===== config.mk =====
export PLATFORM = sky130hd
export DESIGN_NAME = axwa_slave_flat
export DESIGN_NICKNAME = d
export VERILOG_FILES = /design/src/axwa_pkg.sv /design/src/axwa_if.sv /design/src/axwa_slave.sv /design/src/flat_wrapper.sv
export SDC_FILE = /design/constraint.sdc
export NUM_CORES = 1
export LEC_CHECK = 0
export BUFFER_PORTS_ARGS = -buffer_cell sky130_fd_sc_hd__buf_2
export CORE_MARGIN = 5
export CORE_UTILIZATION = 40
export DETAILED_ROUTE_END_ITERATION = 8
export PLACE_DENSITY = 0.66
export SYNTH_ARGS = -nofsm -noshare
export SYNTH_HDL_FRONTEND = slang
export SYNTH_SLANG_ARGS = --single-unit
export TNS_END_PERCENT = 50

===== constraint.sdc =====
create_clock -name clk_in -period 3.7 [get_ports clk_in]
set_input_delay 0.555 -clock clk_in [delete_from_list [all_inputs] [get_ports clk_in]]
set_output_delay 0.555 -clock clk_in [all_outputs]
set_load 0.005 [all_outputs]

===== src/axwa_pkg.sv =====
// Purpose: shared widths, encodings and states for the write address channel.
// Assumes: one bus clock, synchronous active-low reset.
// Notes: AXI3-style field widths.
package axwa_pkg;
   localparam int ID_W = 4;
   localparam int ADDR_W = 32;
   localparam int LEN_W = 4;
   localparam int SIZE_W = 3;
   localparam int BURST_W = 2;
   localparam int LOCK_W = 2;
   localparam int CACHE_W = 4;
   localparam int PROT_W = 3;
   localparam logic [1:0] BURST_FIXED = 2'h0;
   localparam logic [1:0] BURST_INCR = 2'h1;
   localparam logic [1:0] BURST_WRAP = 2'h2;
   localparam logic [4:0] BEATS_RST = 5'h00;
   localparam logic [31:0] ADDR_RST = 32'h00000000;

   typedef enum logic [1:0] {
      AXWA_IDLE = 2'b01,
      AXWA_BUSY = 2'b10
   } axwa_state_t;

   typedef enum logic [1:0] {
      AXWA_M_IDLE = 2'b01,
      AXWA_M_SEND = 2'b10
   } axwa_mstate_t;
endpackage


===== src/axwa_if.sv =====
// Purpose: write address channel wires between master and slave.
// Assumes: both ends on clk_in.
// Notes: no clocking block; the bench binds the ends.
`timescale 1ns/1ps
interface axwa_if;
   logic [axwa_pkg::ID_W-1:0] awid;
   logic [axwa_pkg::ADDR_W-1:0] awaddr;
   logic [axwa_pkg::LEN_W-1:0] awlen;
   logic [axwa_pkg::SIZE_W-1:0] awsize;
   logic [axwa_pkg::BURST_W-1:0] awburst;
   logic [axwa_pkg::LOCK_W-1:0] awlock;
   logic [axwa_pkg::CACHE_W-1:0] awcache;
   logic [axwa_pkg::PROT_W-1:0] awprot;
   logic awvalid;
   logic awready;

   modport master (
      output awid, awaddr, awlen, awsize, awburst, awlock, awcache, awprot, awvalid,
      input awready
   );
   modport slave (
      input awid, awaddr, awlen, awsize, awburst, awlock, awcache, awprot, awvalid,
      output awready
   );
endinterface


===== src/axwa_slave.sv =====
// Purpose: slave end; accepts a write address, then walks beat addresses.
// Assumes: the data side pulses beat_in once per accepted data beat.
// Notes: Notes on behaviour follow.
// Notes on behaviour
// - Master sends 4-bit tag per address.
// - Later beat addresses derived from controls.
// - Length field gives beats; slave expects them.
// - Size gives beat width; strobes pick lanes.
// - Next address from burst type and size.
// - Master supplies 2-bit lock type.
// - Master supplies 4-bit cache attributes.
// - Master supplies 3-bit protection field.
// - Valid high only when address available.
// - Master holds fields until ready seen.
// - Ready high only when slave can accept.
// - Slave waits valid, accepts with ready.
// - Data tag equals address tag.
`timescale 1ns/1ps
module axwa_slave #(
   parameter int ID_W = axwa_pkg::ID_W
) (
   input wire logic clk_in,
   input wire logic nrst_in,
   axwa_if.slave aw,
   input wire logic beat_in,
   output logic busy_out,
   output logic accept_out,
   output logic [ID_W-1:0] id_out,
   output logic [axwa_pkg::ADDR_W-1:0] beat_addr_out,
   output logic [axwa_pkg::SIZE_W-1:0] size_out,
   output logic [axwa_pkg::LOCK_W-1:0] lock_out,
   output logic [axwa_pkg::CACHE_W-1:0] cache_out,
   output logic [axwa_pkg::PROT_W-1:0] prot_out,
   output logic last_out
);
   typedef struct packed {
      axwa_pkg::axwa_state_t st;
      logic [ID_W-1:0] id;
      logic [axwa_pkg::ADDR_W-1:0] addr;
      logic [axwa_pkg::LEN_W-1:0] len;
      logic [axwa_pkg::SIZE_W-1:0] size;
      logic [axwa_pkg::BURST_W-1:0] burst;
      logic [axwa_pkg::LOCK_W-1:0] lock;
      logic [axwa_pkg::CACHE_W-1:0] cache;
      logic [axwa_pkg::PROT_W-1:0] prot;
      logic [4:0] left;
      logic accept;
   } axwa_sst_t;

   axwa_sst_t s_q;
   axwa_sst_t s_d;

   // Next beat address; wrap boundary is beats times beat bytes
   function automatic logic [31:0] axwa_next(input logic [31:0] a, input logic [2:0] sz,
                                             input logic [1:0] bt, input logic [3:0] ln);
      logic [31:0] step;
      logic [31:0] span;
      logic [31:0] inc;
      step = 32'h00000001 << sz;
      span = ({28'h0000000, ln} + 32'h00000001) << sz;
      inc = a + step;
      axwa_next = a;
      if (bt == axwa_pkg::BURST_INCR)
         axwa_next = inc;
      else if (bt == axwa_pkg::BURST_WRAP)
         axwa_next = (a & ~(span - 32'h00000001)) | (inc & (span - 32'h00000001));
   endfunction

   always_comb
   begin
      s_d = s_q;
      s_d.accept = 1'b0;
      unique case (s_q.st)
         axwa_pkg::AXWA_IDLE:
         begin
            if (aw.awvalid)
            begin
               s_d.st = axwa_pkg::AXWA_BUSY;
               s_d.accept = 1'b1;
               s_d.id = aw.awid;
               s_d.addr = aw.awaddr;
               s_d.len = aw.awlen;
               s_d.size = aw.awsize;
               s_d.burst = aw.awburst;
               s_d.lock = aw.awlock;
               s_d.cache = aw.awcache;
               s_d.prot = aw.awprot;
               s_d.left = {1'b0, aw.awlen} + 5'h01;
            end
         end
         axwa_pkg::AXWA_BUSY:
         begin
            if (beat_in)
            begin
               s_d.addr = axwa_next(s_q.addr, s_q.size, s_q.burst, s_q.len);
               s_d.left = s_q.left - 5'h01;
               if (s_q.left == 5'h01)
                  s_d.st = axwa_pkg::AXWA_IDLE;
            end
         end
      endcase
      if (!nrst_in)
      begin
         s_d = '0;
         s_d.st = axwa_pkg::AXWA_IDLE;
         s_d.addr = axwa_pkg::ADDR_RST;
         s_d.left = axwa_pkg::BEATS_RST;
      end
   end

   always_ff @(posedge clk_in)
   begin
      s_q <= s_d;
   end

   // ready only when idle
   // Idle slave has no pending burst, so one address at a time
   assign aw.awready = (s_q.st == axwa_pkg::AXWA_IDLE);
   assign busy_out = (s_q.st == axwa_pkg::AXWA_BUSY);
   assign accept_out = s_q.accept;
   assign id_out = s_q.id;
   assign beat_addr_out = s_q.addr;
   assign size_out = s_q.size;
   assign lock_out = s_q.lock;
   assign cache_out = s_q.cache;
   assign prot_out = s_q.prot;
   assign last_out = busy_out && (s_q.left == 5'h01);
endmodule


===== src/flat_wrapper.sv =====
// flat-port wrapper written by rule: the top's interface ports become plain ports
module axwa_slave_flat 
#(
   parameter int ID_W = axwa_pkg::ID_W
)
  (clk_in, nrst_in, beat_in, busy_out, accept_out, id_out, beat_addr_out, size_out, lock_out, cache_out, prot_out, last_out, aw_awid, aw_awaddr, aw_awlen, aw_awsize, aw_awburst, aw_awlock, aw_awcache, aw_awprot, aw_awvalid, aw_awready);
  axwa_if aw_i ();
  input wire logic clk_in;
  input wire logic nrst_in;
  input wire logic beat_in;
  output logic busy_out;
  output logic accept_out;
  output logic [ID_W-1:0] id_out;
  output logic [axwa_pkg::ADDR_W-1:0] beat_addr_out;
  output logic [axwa_pkg::SIZE_W-1:0] size_out;
  output logic [axwa_pkg::LOCK_W-1:0] lock_out;
  output logic [axwa_pkg::CACHE_W-1:0] cache_out;
  output logic [axwa_pkg::PROT_W-1:0] prot_out;
  output logic last_out;
  input wire logic [$bits(aw_i.awid)-1:0] aw_awid;
  input wire logic [$bits(aw_i.awaddr)-1:0] aw_awaddr;
  input wire logic [$bits(aw_i.awlen)-1:0] aw_awlen;
  input wire logic [$bits(aw_i.awsize)-1:0] aw_awsize;
  input wire logic [$bits(aw_i.awburst)-1:0] aw_awburst;
  input wire logic [$bits(aw_i.awlock)-1:0] aw_awlock;
  input wire logic [$bits(aw_i.awcache)-1:0] aw_awcache;
  input wire logic [$bits(aw_i.awprot)-1:0] aw_awprot;
  input wire logic [$bits(aw_i.awvalid)-1:0] aw_awvalid;
  output wire logic [$bits(aw_i.awready)-1:0] aw_awready;
  assign aw_i.awid = aw_awid;
  assign aw_i.awaddr = aw_awaddr;
  assign aw_i.awlen = aw_awlen;
  assign aw_i.awsize = aw_awsize;
  assign aw_i.awburst = aw_awburst;
  assign aw_i.awlock = aw_awlock;
  assign aw_i.awcache = aw_awcache;
  assign aw_i.awprot = aw_awprot;
  assign aw_i.awvalid = aw_awvalid;
  assign aw_awready = aw_i.awready;
  axwa_slave #(.ID_W(ID_W)) u_core (.clk_in(clk_in), .nrst_in(nrst_in), .aw(aw_i), .beat_in(beat_in), .busy_out(busy_out), .accept_out(accept_out), .id_out(id_out), .beat_addr_out(beat_addr_out), .size_out(size_out), .lock_out(lock_out), .cache_out(cache_out), .prot_out(prot_out), .last_out(last_out));
endmodule

# After elaboration in Yosys (flattened, before gate mapping)
# Index checks and enable logic that the tools add are counted.
dict set report totals {
  ff_bits 62
  input_bits 58
  out_inout_bits 52
  word_cells 47
}
dict set report classes {
  add_sub_neg 5
  n_eq_ne 9
  n_shift 2
  muxes 10
  bitwise_logic 4
  reduce_logical 6
}
# cell n
set ops {}
lappend ops {{$mux W32} 3}
lappend ops {{$and A32 B32 Y32} 2}
lappend ops {{$pmux W32 S2} 1}
lappend ops {{$mux W62} 1}
lappend ops {{$add A32 B32 Y32} 1}
lappend ops {{$not A32 Y32} 1}
lappend ops {{$or A32 B32 Y32} 1}
lappend ops {{$shl A1 B3 Y32 const A} 1}
lappend ops {{$shl A32 B3 Y32} 1}
lappend ops {{$sub A32 B1 Y32 const B} 1}
lappend ops {{$add A4 B1 Y5 const B} 2}
lappend ops {{$pmux W5 S2} 1}
lappend ops {{$ne A2 B2 Y1 const B} 3}
lappend ops {{$reduce_and A2 Y1} 3}
lappend ops {{$reduce_and A3 Y1} 2}
lappend ops {{$eq A5 B1 Y1 const B} 1}
lappend ops {{$mux W5} 1}
lappend ops {{$sub A5 B1 Y5 const B} 1}
lappend ops {{$eq A2 B1 Y1 const B} 2}
lappend ops {{$eq A2 B2 Y1 const B} 2}
lappend ops {{$mux W2} 2}
lappend ops {{$pmux W2 S2} 1}
lappend ops {{$ne A3 B3 Y1 const B} 1}
lappend ops {{$logic_and A1 B1 Y1} 1}

# Logic depth before layout (Yosys ltp)
# Gate-level depths: netlist (run 1).
dict set report logic_depth {
  ltp_word 10
  ltp_mapped 14
  mapped_depth_nobuf 13
}

# Least setup slack after synthesis (run 1)
# No wires, ideal clock.
dict set report synth_path {
  path_type {flip-flop to flip-flop}
  start {register u_core.s_q (netlist bit u_core.size_out[2])}
  end {register with a tool-made name}
  setup_ns 0.123
  arrival_time_ns 3.061
  t_required_ns 3.577
  path_slack_ns 0.516
  stages_incl_launch_ff 15
  path_buffers 2
  synth_period_minus_slack_ns 3.184
  cell_sequence {dfxtp_1 > clkbuf_1 > clkbuf_1 > nor2_1 > ha_1 > inv_1 > fa_1 > nor2b_1 > o31a_1 > o21bai_1 > a2111oi_0 > nand3_1 > xnor2_1 > a221oi_1 > nor2_1}
}
# element line
set synth_rtl {}
lappend synth_rtl {{start, declared} axwa_slave.sv:50} ;# axwa_sst_t s_q;
lappend synth_rtl {{start signal, assigned} axwa_slave.sv:113} ;# s_q <= s_d;

==> impl_results.md, run 1 <==
* Largest stage delay on the critical path at approximately 0.45 ns
* Final Wtd Congestion at approximately 0.90
* Synth-to-Final Area Change at 11.9%
* Flops & latches, synth at 62
* Ys Warns at 0
* Via/cell ratio at between 5 and 6
* Critical-path cell list: or2_1 > nor2_1 > ha_1 > inv_1 > fa_1 > nor2b_1 > o31a_1 > o21bai_1 > nand2_1 > nand3_1 > or4_1 > a31oi_1 > o2bb2ai_1
* Final layout net count at 770
* Drt drc at 0
* Number of synthesized flops with an enable pin at 0
* I/O pins at 110
* Syn_nets at approximately 720
* Vias in the first global route at about 4,700
* Final global-route overflow total at 0
* Die area at approximately 0.014 mm2
* Pin slew with the least headroom to its limit at ~1.1 ns
* Post-Synth Adder-Cell Area at ~4.3%
* Placed cell area at about 0.0051 mm2
* Setup TNS at 0 ns
* Clk buf depth at 2
* Core Area at ~0.012 mm2
* Mux contribution to synthesized area at less than 1%
* Via count at 4,930
* Routed len/inst at around 18 um
* Pre-CTS worst setup slack at 0.274 ns
* Final Cycle Share at ~94%
* Largest family of logic cells by synthesized area: compound AO/OA/AOI/OAI gates
* Crit path kind: flop to flop
* Ys async rst share at 0%
* Fin util at a little under half
* Dpl hpwl at ~11,000 um
* Rows at 40
* Gr usage total at 20.5%
* CTS Hold Buffers Added at 0
* Leakage at between 2 and 2.5 nW
* Post-Syn Area at 0.00480 mm2
* Max-Cap Viols at 0
* Final Worst Setup Slack at roughly 0.21 ns
* Area share of xor/xnor cells in the synthesized design at under 10%
* Pwr Density at 383 mW/mm2
* Port-buffer cells at ~110
* # setup viols final at 0
* CP max stage cell: or4_1
* Post-synth top flop: dfxtp_1
* Synth cell types at 79
* Clk_skew at 0.00726 ns
* Final Power at between 0.002 and 0.0025 W
* Die Height at ~120 um
* Peak supply drop at 0.278 mV
* Unrepaired setup endpoints after global routing: no
* Crit path time final at around 3.5 ns
* Largest net degree at the start of global routing at 38
* Final Hold Violating Endpoints at 0
* Sequential-to-total area share from yosys stat at around a quarter
* CP Data Required Time at about 4 ns
* CTS tree: built
* Worst min path class: flop to flop
* Initial core utilization at between 40 and 50%
* Syn Inst Count at between 600 and 700
* Post-synthesis simple-gate area fraction at 24.9%
* Worst setup SP type: flop
* Crit. End Element: flop
* Die width at 120 um
* Post-DRT Antenna Nets at 0
* Status: finished, final reports clean
* Final Cell Area at ~0.0054 mm2
* Clk sinks at 62
* Max Freq at roughly 290 MHz
* Max FO, Critical Path at 12
* Worst path bufs/invs at 1
* CP arrival at approximately 3.7 ns
* Root buf cell: clkbuf_16
* Global-route wire length before repair at approximately 24,000 um
* Final wirelength at between 10,000 and 15,000 um
* Ant diodes at 0
* Initial antenna violation count at 0
* Compound-Gate Fraction of Synth Area at between 20% and 30%
* Max-slew headroom at roughly 28%
* DRT Pass-1 Iters at 5
* CP delay by family, top: simple AND/OR/NAND/NOR gates
* Syn avg cell area at ~7.4 um2
* Share of cells above drive strength 1 at 20.9%
* Num CTS Buffers at 9
* Clk slew on worst S/H paths at around 0.05 ns
* Initial DRC Count at ~500
* Latest clock arrival within the worst-skew pair at about 0.34 ns
* Htree depth at 3
* Final Max Slew Viols at 0
timing repair:
item                       in CTS  in global routing
buffers inserted                0                  0
setup endpoints to repair       0                  1
gates resized for setup         0                  2
cells in the mapped netlist, drive strengths merged, types with 3 or more instances:
cell type    n  area, um2
a311oi       4       35.0
o211ai       8       65.1
and2         9       56.3
o21ai       37        185
inv         15       56.3
nor2b        3       18.8
or3          3       18.8
ha          15        188
a22oi        4       30.0
a21o         6       45.0
nand3       23        115
xor2         5       43.8
and3         8       50.1
o21a         5       37.5
buf         59        425
o31a         5       43.8
nand2      110        413
clkbuf      26       97.6
a221oi       6       70.1
o31ai        4       30.0
o211a        5       57.6
nor3         4       20.0
a211oi       4       30.0
dfxtp       62       1240
nor2        44        165
xnor2       15        131
mux2i        4       40.0
nor4         6       37.5
or4          3       22.5
nand4       12       75.1
o221ai       5       43.8
a21oi       62        310
a32o         4       40.0
a31oi       13       87.6
nand2b       8       57.6
cell families (layout without fill, tap and decap cells):
family          Yosys count  count (layout)
mux                       4               4
fa+ha+maj                16              16
buf+inv                 101             150
xor+xnor                 20              20
compound gates          199             199
simple gates            248             248
flops                    62              62
per-stage QoR:
| step | instances | hold slack, ns |
|---|---|---|
| 2_1_floorplan | 650 | 0.436 |
| 3_3_place_gp | 832 | 0.440 |
| 3_5_place_dp | 832 | 0.444 |
| 4_1_cts | 846 | 0.451 |
| 5_1_grt | 846 | 0.463 |
| 6_report | 846 | 0.451 |
power breakdown:
part / switching (W) / internal [W] / leakage (nW) / total, W
logic: 0.000279 / 0.000201 / 1.64 / 0.000480
registers: 0.0000604 / 0.000720 / 0.509 / 0.000780
clock network: 0.000302 / 0.000500 / 0.138 / 0.000801
per-layer routing:
layer,wire length [um],vias to the layer above,track usage [%]
li1,-,2403,-
met4,241,0,6.44
met5,0,-,0
met2,6780,223,33.3
met3,1380,21,5.70
met1,6560,2283,26.6
tightest hold or removal path, stage by stage (launching register included):
cell and delay (ns):
dfxtp_1 0.30, nand2_1 0.05, a21oi_1 0.05
area by class of cell:
class | instances | area [um2]
clock buffers | 13 | 270
repair buffers | 120 | 628
flip-flops and latches | 62 | 1240
inverters | 16 | 60.1
well taps | 147 | 184
fillers | 1236 | 6540
multi-input cells | 487 | 2990
clock inverters | 1 | 5.00
path summary, 6_finish.rpt:
check,start,to,slack [ns],cells after the start
max,u_core.size_out[0]$_SDFFE_PN0P_,flop,0.21,13
max reg2reg,u_core.size_out[0]$_SDFFE_PN0P_,flop,0.21,13
min reg2reg,u_core.cache_out[0]$_SDFFE_PN0P_,u_core.cache_out[0]$_SDFFE_PN0P_,0.45,2
min,u_core.cache_out[0]$_SDFFE_PN0P_,u_core.cache_out[0]$_SDFFE_PN0P_,0.45,2
placed cells by master, fill, tap and decap left out, types with 5 or more instances in the layout:
| cell type | Yosys | layout |
|---|---|---|
| buf_2 | 7 | 109 |
| and3_1 | 8 | 8 |
| a31oi_1 | 12 | 12 |
| o221ai_1 | 5 | 5 |
| nand2_1 | 110 | 110 |
| xor2_1 | 5 | 5 |
| a21oi_1 | 62 | 62 |
| dfxtp_1 | 62 | 62 |
| buf_4 | 48 | 11 |
| and2_1 | 7 | 7 |
| inv_1 | 14 | 14 |
| clkbuf_16 | 0 | 9 |
| ha_1 | 15 | 15 |
| nor4_1 | 6 | 6 |
| nand3_1 | 23 | 23 |
| a21o_1 | 6 | 6 |
| o21a_1 | 5 | 5 |
| xnor2_1 | 15 | 15 |
| nor2_1 | 44 | 44 |
| a221oi_1 | 5 | 5 |
| nand4_1 | 12 | 12 |
| nand2b_1 | 7 | 7 |
| o31a_1 | 5 | 5 |
| o211ai_1 | 7 | 7 |
| o21ai_0 | 37 | 37 |
No activity file was read; power rests on OpenSTA's default activity.
==> inputs of run 2 (changes only) <==
==> constraint.sdc (replaced) <==
create_clock -name clk_in -period 3.7 [get_ports clk_in]
set_input_delay 0.185 -clock clk_in [delete_from_list [all_inputs] [get_ports clk_in]]
set_output_delay 0.185 -clock clk_in [all_outputs]
set_load 0.005 [all_outputs]
==> run 2 against run 1 <==
Clock-buffer cell count unchanged. Wire length up 1.6%. Critical path depth up 1.
==> impl_results.md, run 2 (synthesis results as in run 1) <==
* Status: finished, final reports clean
* Rows at 40 (unchanged)
* Routed len/inst at 17.9 um (+1.2%)
* Via count at 5,057 (+2.6%)
* Worst path bufs/invs at 2 (+1)
* Ant diodes at 0 (unchanged)
* Reg-to-reg startpoint: u_core.size_out[0]$_SDFFE_PN0P_
* Final global-route overflow total at 0 (unchanged)
* Dpl hpwl at 11,100 um (+0.12%)
* Max FO, Critical Path at 8 (-4)
* # fillers at 1,207 (-2.3%)
* Min-Delay Endpoint: u_core.cache_out[2]$_SDFFE_PN0P_
* Top cell by count, worst path: nor2_1
* CP arrival at 3.50 ns (-0.21 ns)
* Htree depth at 3 (unchanged)
* I/O pins at 110 (unchanged)
* Final Hold Violating Endpoints at 0 (unchanged)
* Pin slew with the least headroom to its limit at 1.10 ns (+0.0193 ns)
* CTS Hold Buffers Added at 0 (unchanged)
* CP max stage cell: a2111oi_0
* Clk_skew at 0.00649 ns (-0.000773 ns)
* Initial DRC Count at 538 (+8.7%)
* Initial core utilization at 40.3% (unchanged)
* Worst min path class: input pin to flop
* Root buf cell: clkbuf_16
* Share of cells above drive strength 1 at 20.9% (+0.053 points)
* Initial antenna violation count at 0 (unchanged)
* Multi-input logic area at 0.00298 mm2 (-0.21%)
* Pre-CTS worst setup slack at 0.480 ns (+0.207 ns)
* Max Freq at 305 MHz (+6.5%)
* Clk sinks at 62 (unchanged)
* Most common cell after layout, fill and taps aside: nand2_1
* CP delay by family, top: compound AO/OA/AOI/OAI gates
* Die area at 0.0143 mm2 (unchanged)
* Most frequent cells in the layout: nand2_1 (110), buf_2 (109), a21oi_1 (62), dfxtp_1 (62), nor2_1 (44)
* Die Height at 120 um (unchanged)
* Core Area at 0.0119 mm2 (unchanged)
* Die width at 120 um (unchanged)
* R2R cell count at 14 (+1)
* Critical-path cell list: or2_1 > nor2_1 > ha_1 > inv_1 > fa_1 > nor2b_1 > o31a_1 > o21bai_1 > a2111oi_0 > buf_4 > nand3_1 > xnor2_1 > a221oi_1 > nor2_1
* Crit. End Element: flop
* CTS tree: built
* Worst setup SP type: flop
* Worst R2R Setup Slack at 0.42 ns (+0.21 ns)
* Gr usage total at 21.0% (+0.48 points)
* Leakage at 2.30 nW (+0.56%)
* Drt drc at 0 (unchanged)
* Clk buf depth at 2 (unchanged)
* Vias in the first global route at 4,813 (+2.4%)
* Synth-to-Final Area Change at 12.5%
* Pwr Density at 396 mW/mm2 (+3.3%)
* Largest net degree at the start of global routing at 38 (unchanged)
* Unrepaired setup endpoints after global routing: no
* Port-buffer cells at 109 (unchanged)
* Final wirelength at 15,200 um (+1.6%)
* Final layout net count at 771 (+0.13%)
* Max-Cap Viols at 0 (unchanged)
* Post-DRT Antenna Nets at 0 (unchanged)
* Postcts setup bufs at 0 (unchanged)
* Crit path kind: flop to flop
* CP Data Required Time at 3.92 ns (about the same)
* Final Max Slew Viols at 0 (unchanged)
* Final Cycle Share at 88.6% (-5.8 points)
* Register area at 0.00124 mm2 (unchanged)
* Clk slew on worst S/H paths at 0.06 ns (about the same)
* # setup viols final at 0 (unchanged)
* WHS Path Cells at 3 (+1)
* Crit path time final at 3.28 ns (-0.213 ns)
* Via/cell ratio at 5.96 (+2.2%)
* Global-route wire length before repair at 24,500 um (+1.7%)
* Max-slew headroom at 26.7% (-1.3 points)
* Hold path startpoint: aw_awcache[2]
* Final Wtd Congestion at 0.947 (+4.8%)
* Setup TNS at 0 ns (unchanged)
* CTS resizes at 0 (unchanged)
* DRT Pass-1 Iters at 5 (unchanged)
* Num CTS Buffers at 9 (unchanged)
* Peak supply drop at 0.392 mV (+41%)
* Final Worst Setup Slack at 0.423 ns (+0.213 ns)
* Latest clock arrival within the worst-skew pair at 0.34 ns (about the same)
* Largest stage delay on the critical path at 0.48 ns (+0.03 ns)
-- run 2: cell types whose count changed in the layout (fill, tap and decap cells not counted), sizes merged --
cell      before  now
buf          120  121
clkinvlp       0    1
bufinv         0    1
-- run 2: routing by layer --
metal | global-route usage [%] | routed length, um | share of wire, %
met1 | 26.6 | 6330 | 42
met2 | 34.3 | 6910 | 45
met3 | 5.98 | 1560 | 10
met4 | 7.44 | 390 | 2.6
met5 | 0 | 0 | 0
-- run 2: how the worst max path moves through the flow --
| stage | from | end | slack [ns] | cells past startpoint |
|---|---|---|---|---|
| after detailed placement | u_core.size_out[0]$_SDFFE_PN0P_ | flop | 0.48 | 14 |
| final | u_core.size_out[0]$_SDFFE_PN0P_ | flop | 0.42 | 14 |
| after floorplan | u_core.size_out[2]$_SDFFE_PN0P_ | flop | 0.52 | 14 |
| after global placement | u_core.size_out[0]$_SDFFE_PN0P_ | flop | 0.52 | 14 |
| after global routing | u_core.size_out[2]$_SDFFE_PN0P_ | flop | 0.15 | 13 |
| after CTS | u_core.size_out[0]$_SDFFE_PN0P_ | flop | 0.45 | 14 |
-- run 2: stage by stage --
step,hold slack [ns],cells,total power [W],cell area (um2),utilization [%]
4_1_cts,0.0765,849,0.00215,5400,45.4
3_3_place_gp,0.425,833,0.00126,5100,42.8
6_report,0.0837,849,0.00214,5400,45.4
5_1_grt,0.0860,849,0.00224,5400,45.4
3_5_place_dp,0.433,833,0.00127,5100,42.8
2_1_floorplan,0.321,650,0.00115,4800,-
-- run 2: final cells by class --
cell class / count / share of cell area, %
clock inverters: 3 / 0.787
repair buffers: 121 / 11.8
clock buffers: 13 / 4.82
inverters: 16 / 1.11
multi-input cells: 487 / 55.1
flip-flops and latches: 62 / 23.0
well taps: 147 / 3.40
-- run 2: worst reg2reg max path, cell delays in order (launching register included) --
cell	delay (ns)
dfxtp_1	0.30
or2_1	0.33
nor2_1	0.13
ha_1	0.18
inv_1	0.06
fa_1	0.38
nor2b_1	0.19
o31a_1	0.19
o21bai_1	0.12
a2111oi_0	0.48
buf_4	0.20
nand3_1	0.10
xnor2_1	0.14
a221oi_1	0.30
nor2_1	0.08
-- run 2: where the power goes --
group	internal, W	total [W]	switching, W
clock	0.000557	0.000875	0.000317
combinational	0.000202	0.000486	0.000284
sequential	0.000719	0.000779	0.0000593
total	0.00148	0.00214	0.000661
==> inputs of run 3 (changes only) <==
Settings changed: MAX_ROUTING_LAYER set to met4.
==> run 3 against run 2 <==
Die area unchanged. Register-to-register slack worse by 0.13 ns. Global-route usage rose by 0.65 points. Wire length shrank 1.3%. Cell area fell by 0.46%. Clock-buffer cell count increased by 3. Clock power is 6.9% lower. First-iteration DRC count shrank 23%. Core utilization is 0.21 points lower. Largest cell class unchanged. Largest power group unchanged.
==> impl_results.md, run 3 (synthesis results as in run 1) <==
* Status: finished, final reports clean
* CTS tree: built
* Max-Cap Viols at 0 (unchanged)
* Crit path time final at 3.40 ns (+0.128 ns)
* Fin util at 45.1% (-0.21 points)
* Initial core utilization at 40.3% (unchanged)
* Num CTS Buffers at 9 (unchanged)
* Non-Filler Instances at 848 (-0.12%)
* Htree depth at 3 (unchanged)
* Drt drc at 0 (unchanged)
* Clk sinks at 62 (unchanged)
* Smallest hold slack at 0.0826 ns (-0.00112 ns)
* CP Data Required Time at 3.92 ns (about the same)
* Initial DRC Count at 414 (-23%)
* Dpl hpwl at 11,100 um (+0.83%)
* Global-route wire length before repair at 24,500 um (-0.14%)
* Via/cell ratio at 5.87 (-1.4%)
* I/O pins at 110 (unchanged)
* Clk slew on worst S/H paths at 0.05 ns (about the same)
* Gr usage total at 21.7% (+0.65 points)
* Final Max Slew Viols at 0 (unchanged)
* # setup viols final at 0 (unchanged)
* Final global-route overflow total at 0 (unchanged)
* Ant diodes at 0 (unchanged)
* CP arrival at 3.63 ns (+0.13 ns)
* Max FO, Critical Path at 10 (+2)
* Placed cell area at 0.00509 mm2 (-0.15%)
* DRT Pass-1 Iters at 5 (unchanged)
* Crit path kind: flop to flop
* Synth-to-Final Area Change at 12.0%
* Final wirelength at 15,000 um (-1.3%)
* CTS Hold Buffers Added at 0 (unchanged)
* Routed len/inst at 17.7 um (-1.2%)
* Pin slew with the least headroom to its limit at 1.11 ns (+0.0137 ns)
* Worst setup SP type: flop
* Max Freq at 294 MHz (-3.8%)
* Die width at 120 um (unchanged)
* Worst min path class: input pin to flop
* Vias in the first global route at 4,874 (+1.3%)
* R2R cell count at 14 (unchanged)
* Leakage at 2.29 nW (-0.52%)
* Share of cells above drive strength 1 at 20.7% (-0.26 points)
* Peak supply drop at 0.290 mV (-26%)
* Largest net degree at the start of global routing at 38 (unchanged)
* Postcts setup bufs at 0 (unchanged)
* Unrepaired setup endpoints after global routing: no
* Max-slew headroom at 25.8% (-0.91 points)
* Root buf cell: clkbuf_16
* Die area at 0.0143 mm2 (unchanged)
* Initial antenna violation count at 0 (unchanged)
* Pwr Density at 386 mW/mm2 (-2.5%)
* Latest clock arrival within the worst-skew pair at 0.34 ns (about the same)
* Final Wtd Congestion at 0.924 (-2.5%)
* Final Cell Area at 0.00538 mm2 (-0.46%)
* Die Height at 120 um (unchanged)
* Via count at 4,978 (-1.6%)
* Rows at 40 (unchanged)
* Final Cycle Share at 92.0% (+3.5 points)
* Placed Cells at 832 (-0.12%)
* Crit. End Element: flop
* Post-DRT Antenna Nets at 0 (unchanged)
* Most common cell after layout, fill and taps aside: nand2_1
* Clk buf depth at 2 (unchanged)
* Final layout net count at 770 (-0.13%)
* Core Area at 0.0119 mm2 (unchanged)
* Setup TNS at 0 ns (unchanged)
* Most frequent cells in the layout: nand2_1 (110), buf_2 (109), a21oi_1 (62), dfxtp_1 (62), nor2_1 (44)
* WHS Path Cells at 3 (unchanged)
* Clk_skew at 0.00646 ns (-0.0000293 ns)
* Final Hold Violating Endpoints at 0 (unchanged)
* Port-buffer cells at 109 (unchanged)
[run 3: cell types whose count changed in the layout (fill, tap and decap cells not counted), sizes merged]
| cell | before | now |
|---|---|---|
| buf | 121 | 120 |
| clkinv | 2 | 1 |
| bufinv | 1 | 0 |
| clkbuf | 13 | 16 |
| clkinvlp | 1 | 0 |
[run 3: critical path: stages, from the launching register on]
cell	delay (ns)
dfxtp_1	0.38
or2_4	0.32
nor2_1	0.13
ha_1	0.18
inv_1	0.05
fa_1	0.37
nor2b_1	0.23
o31a_1	0.22
o21bai_1	0.13
a2111oi_1	0.43
buf_4	0.19
nand3_1	0.09
xnor2_1	0.14
a221oi_1	0.33
nor2_1	0.09
[run 3: final timing paths]
kind                               startpoint                               end  slack (ns)
max           u_core.size_out[0]$_SDFFE_PN0P_                              flop        0.30
min                             aw_awcache[2]  u_core.cache_out[2]$_SDFFE_PN0P_        0.08
max reg2reg   u_core.size_out[0]$_SDFFE_PN0P_                              flop        0.30
min reg2reg  u_core.cache_out[1]$_SDFFE_PN0P_  u_core.cache_out[1]$_SDFFE_PN0P_        0.45
[run 3: per-layer routing]
layer  global-route usage, %  wire (um)  vias to the layer above  share of wire (%)
met2                    33.8       6680                      226                 45
met1                    27.3       6700                     2317                 45
li1                        -          -                     2409                  -
met3                    5.28       1270                       26                8.4
met5                       -          0                        -                  0
met4                    8.23        350                        0                2.3
[run 3: power breakdown]
group          switching [W]  internal [W]  leakage (nW)  total (W)
clock network       0.000306      0.000509         0.137   0.000815
registers          0.0000600      0.000720         0.509   0.000780
logic               0.000282      0.000200          1.64   0.000482
total               0.000647       0.00143          2.29    0.00208
[run 3: repair_timing]
item	in CTS	in global routing
setup endpoints to repair	0	3
hold endpoints to repair	0	0
gates resized for setup	0	3
[run 3: area by class of cell]
class | instances | area [um2]
tap | 147 | 184
multi-input combinational | 487 | 2980
clock buffer | 16 | 282
timing repair buffer | 120 | 628
sequential | 62 | 1240
fill | 1267 | 6530
inverter | 16 | 60.1
[run 3: per-stage QoR]
stage | power, W | worst slack, ns
2_1_floorplan | 0.00115 | 0.516
3_3_place_gp | 0.00126 | 0.361
3_5_place_dp | 0.00127 | 0.335
4_1_cts | 0.00208 | 0.284
5_1_grt | 0.00218 | 0.00827
6_report | 0.00208 | 0.295
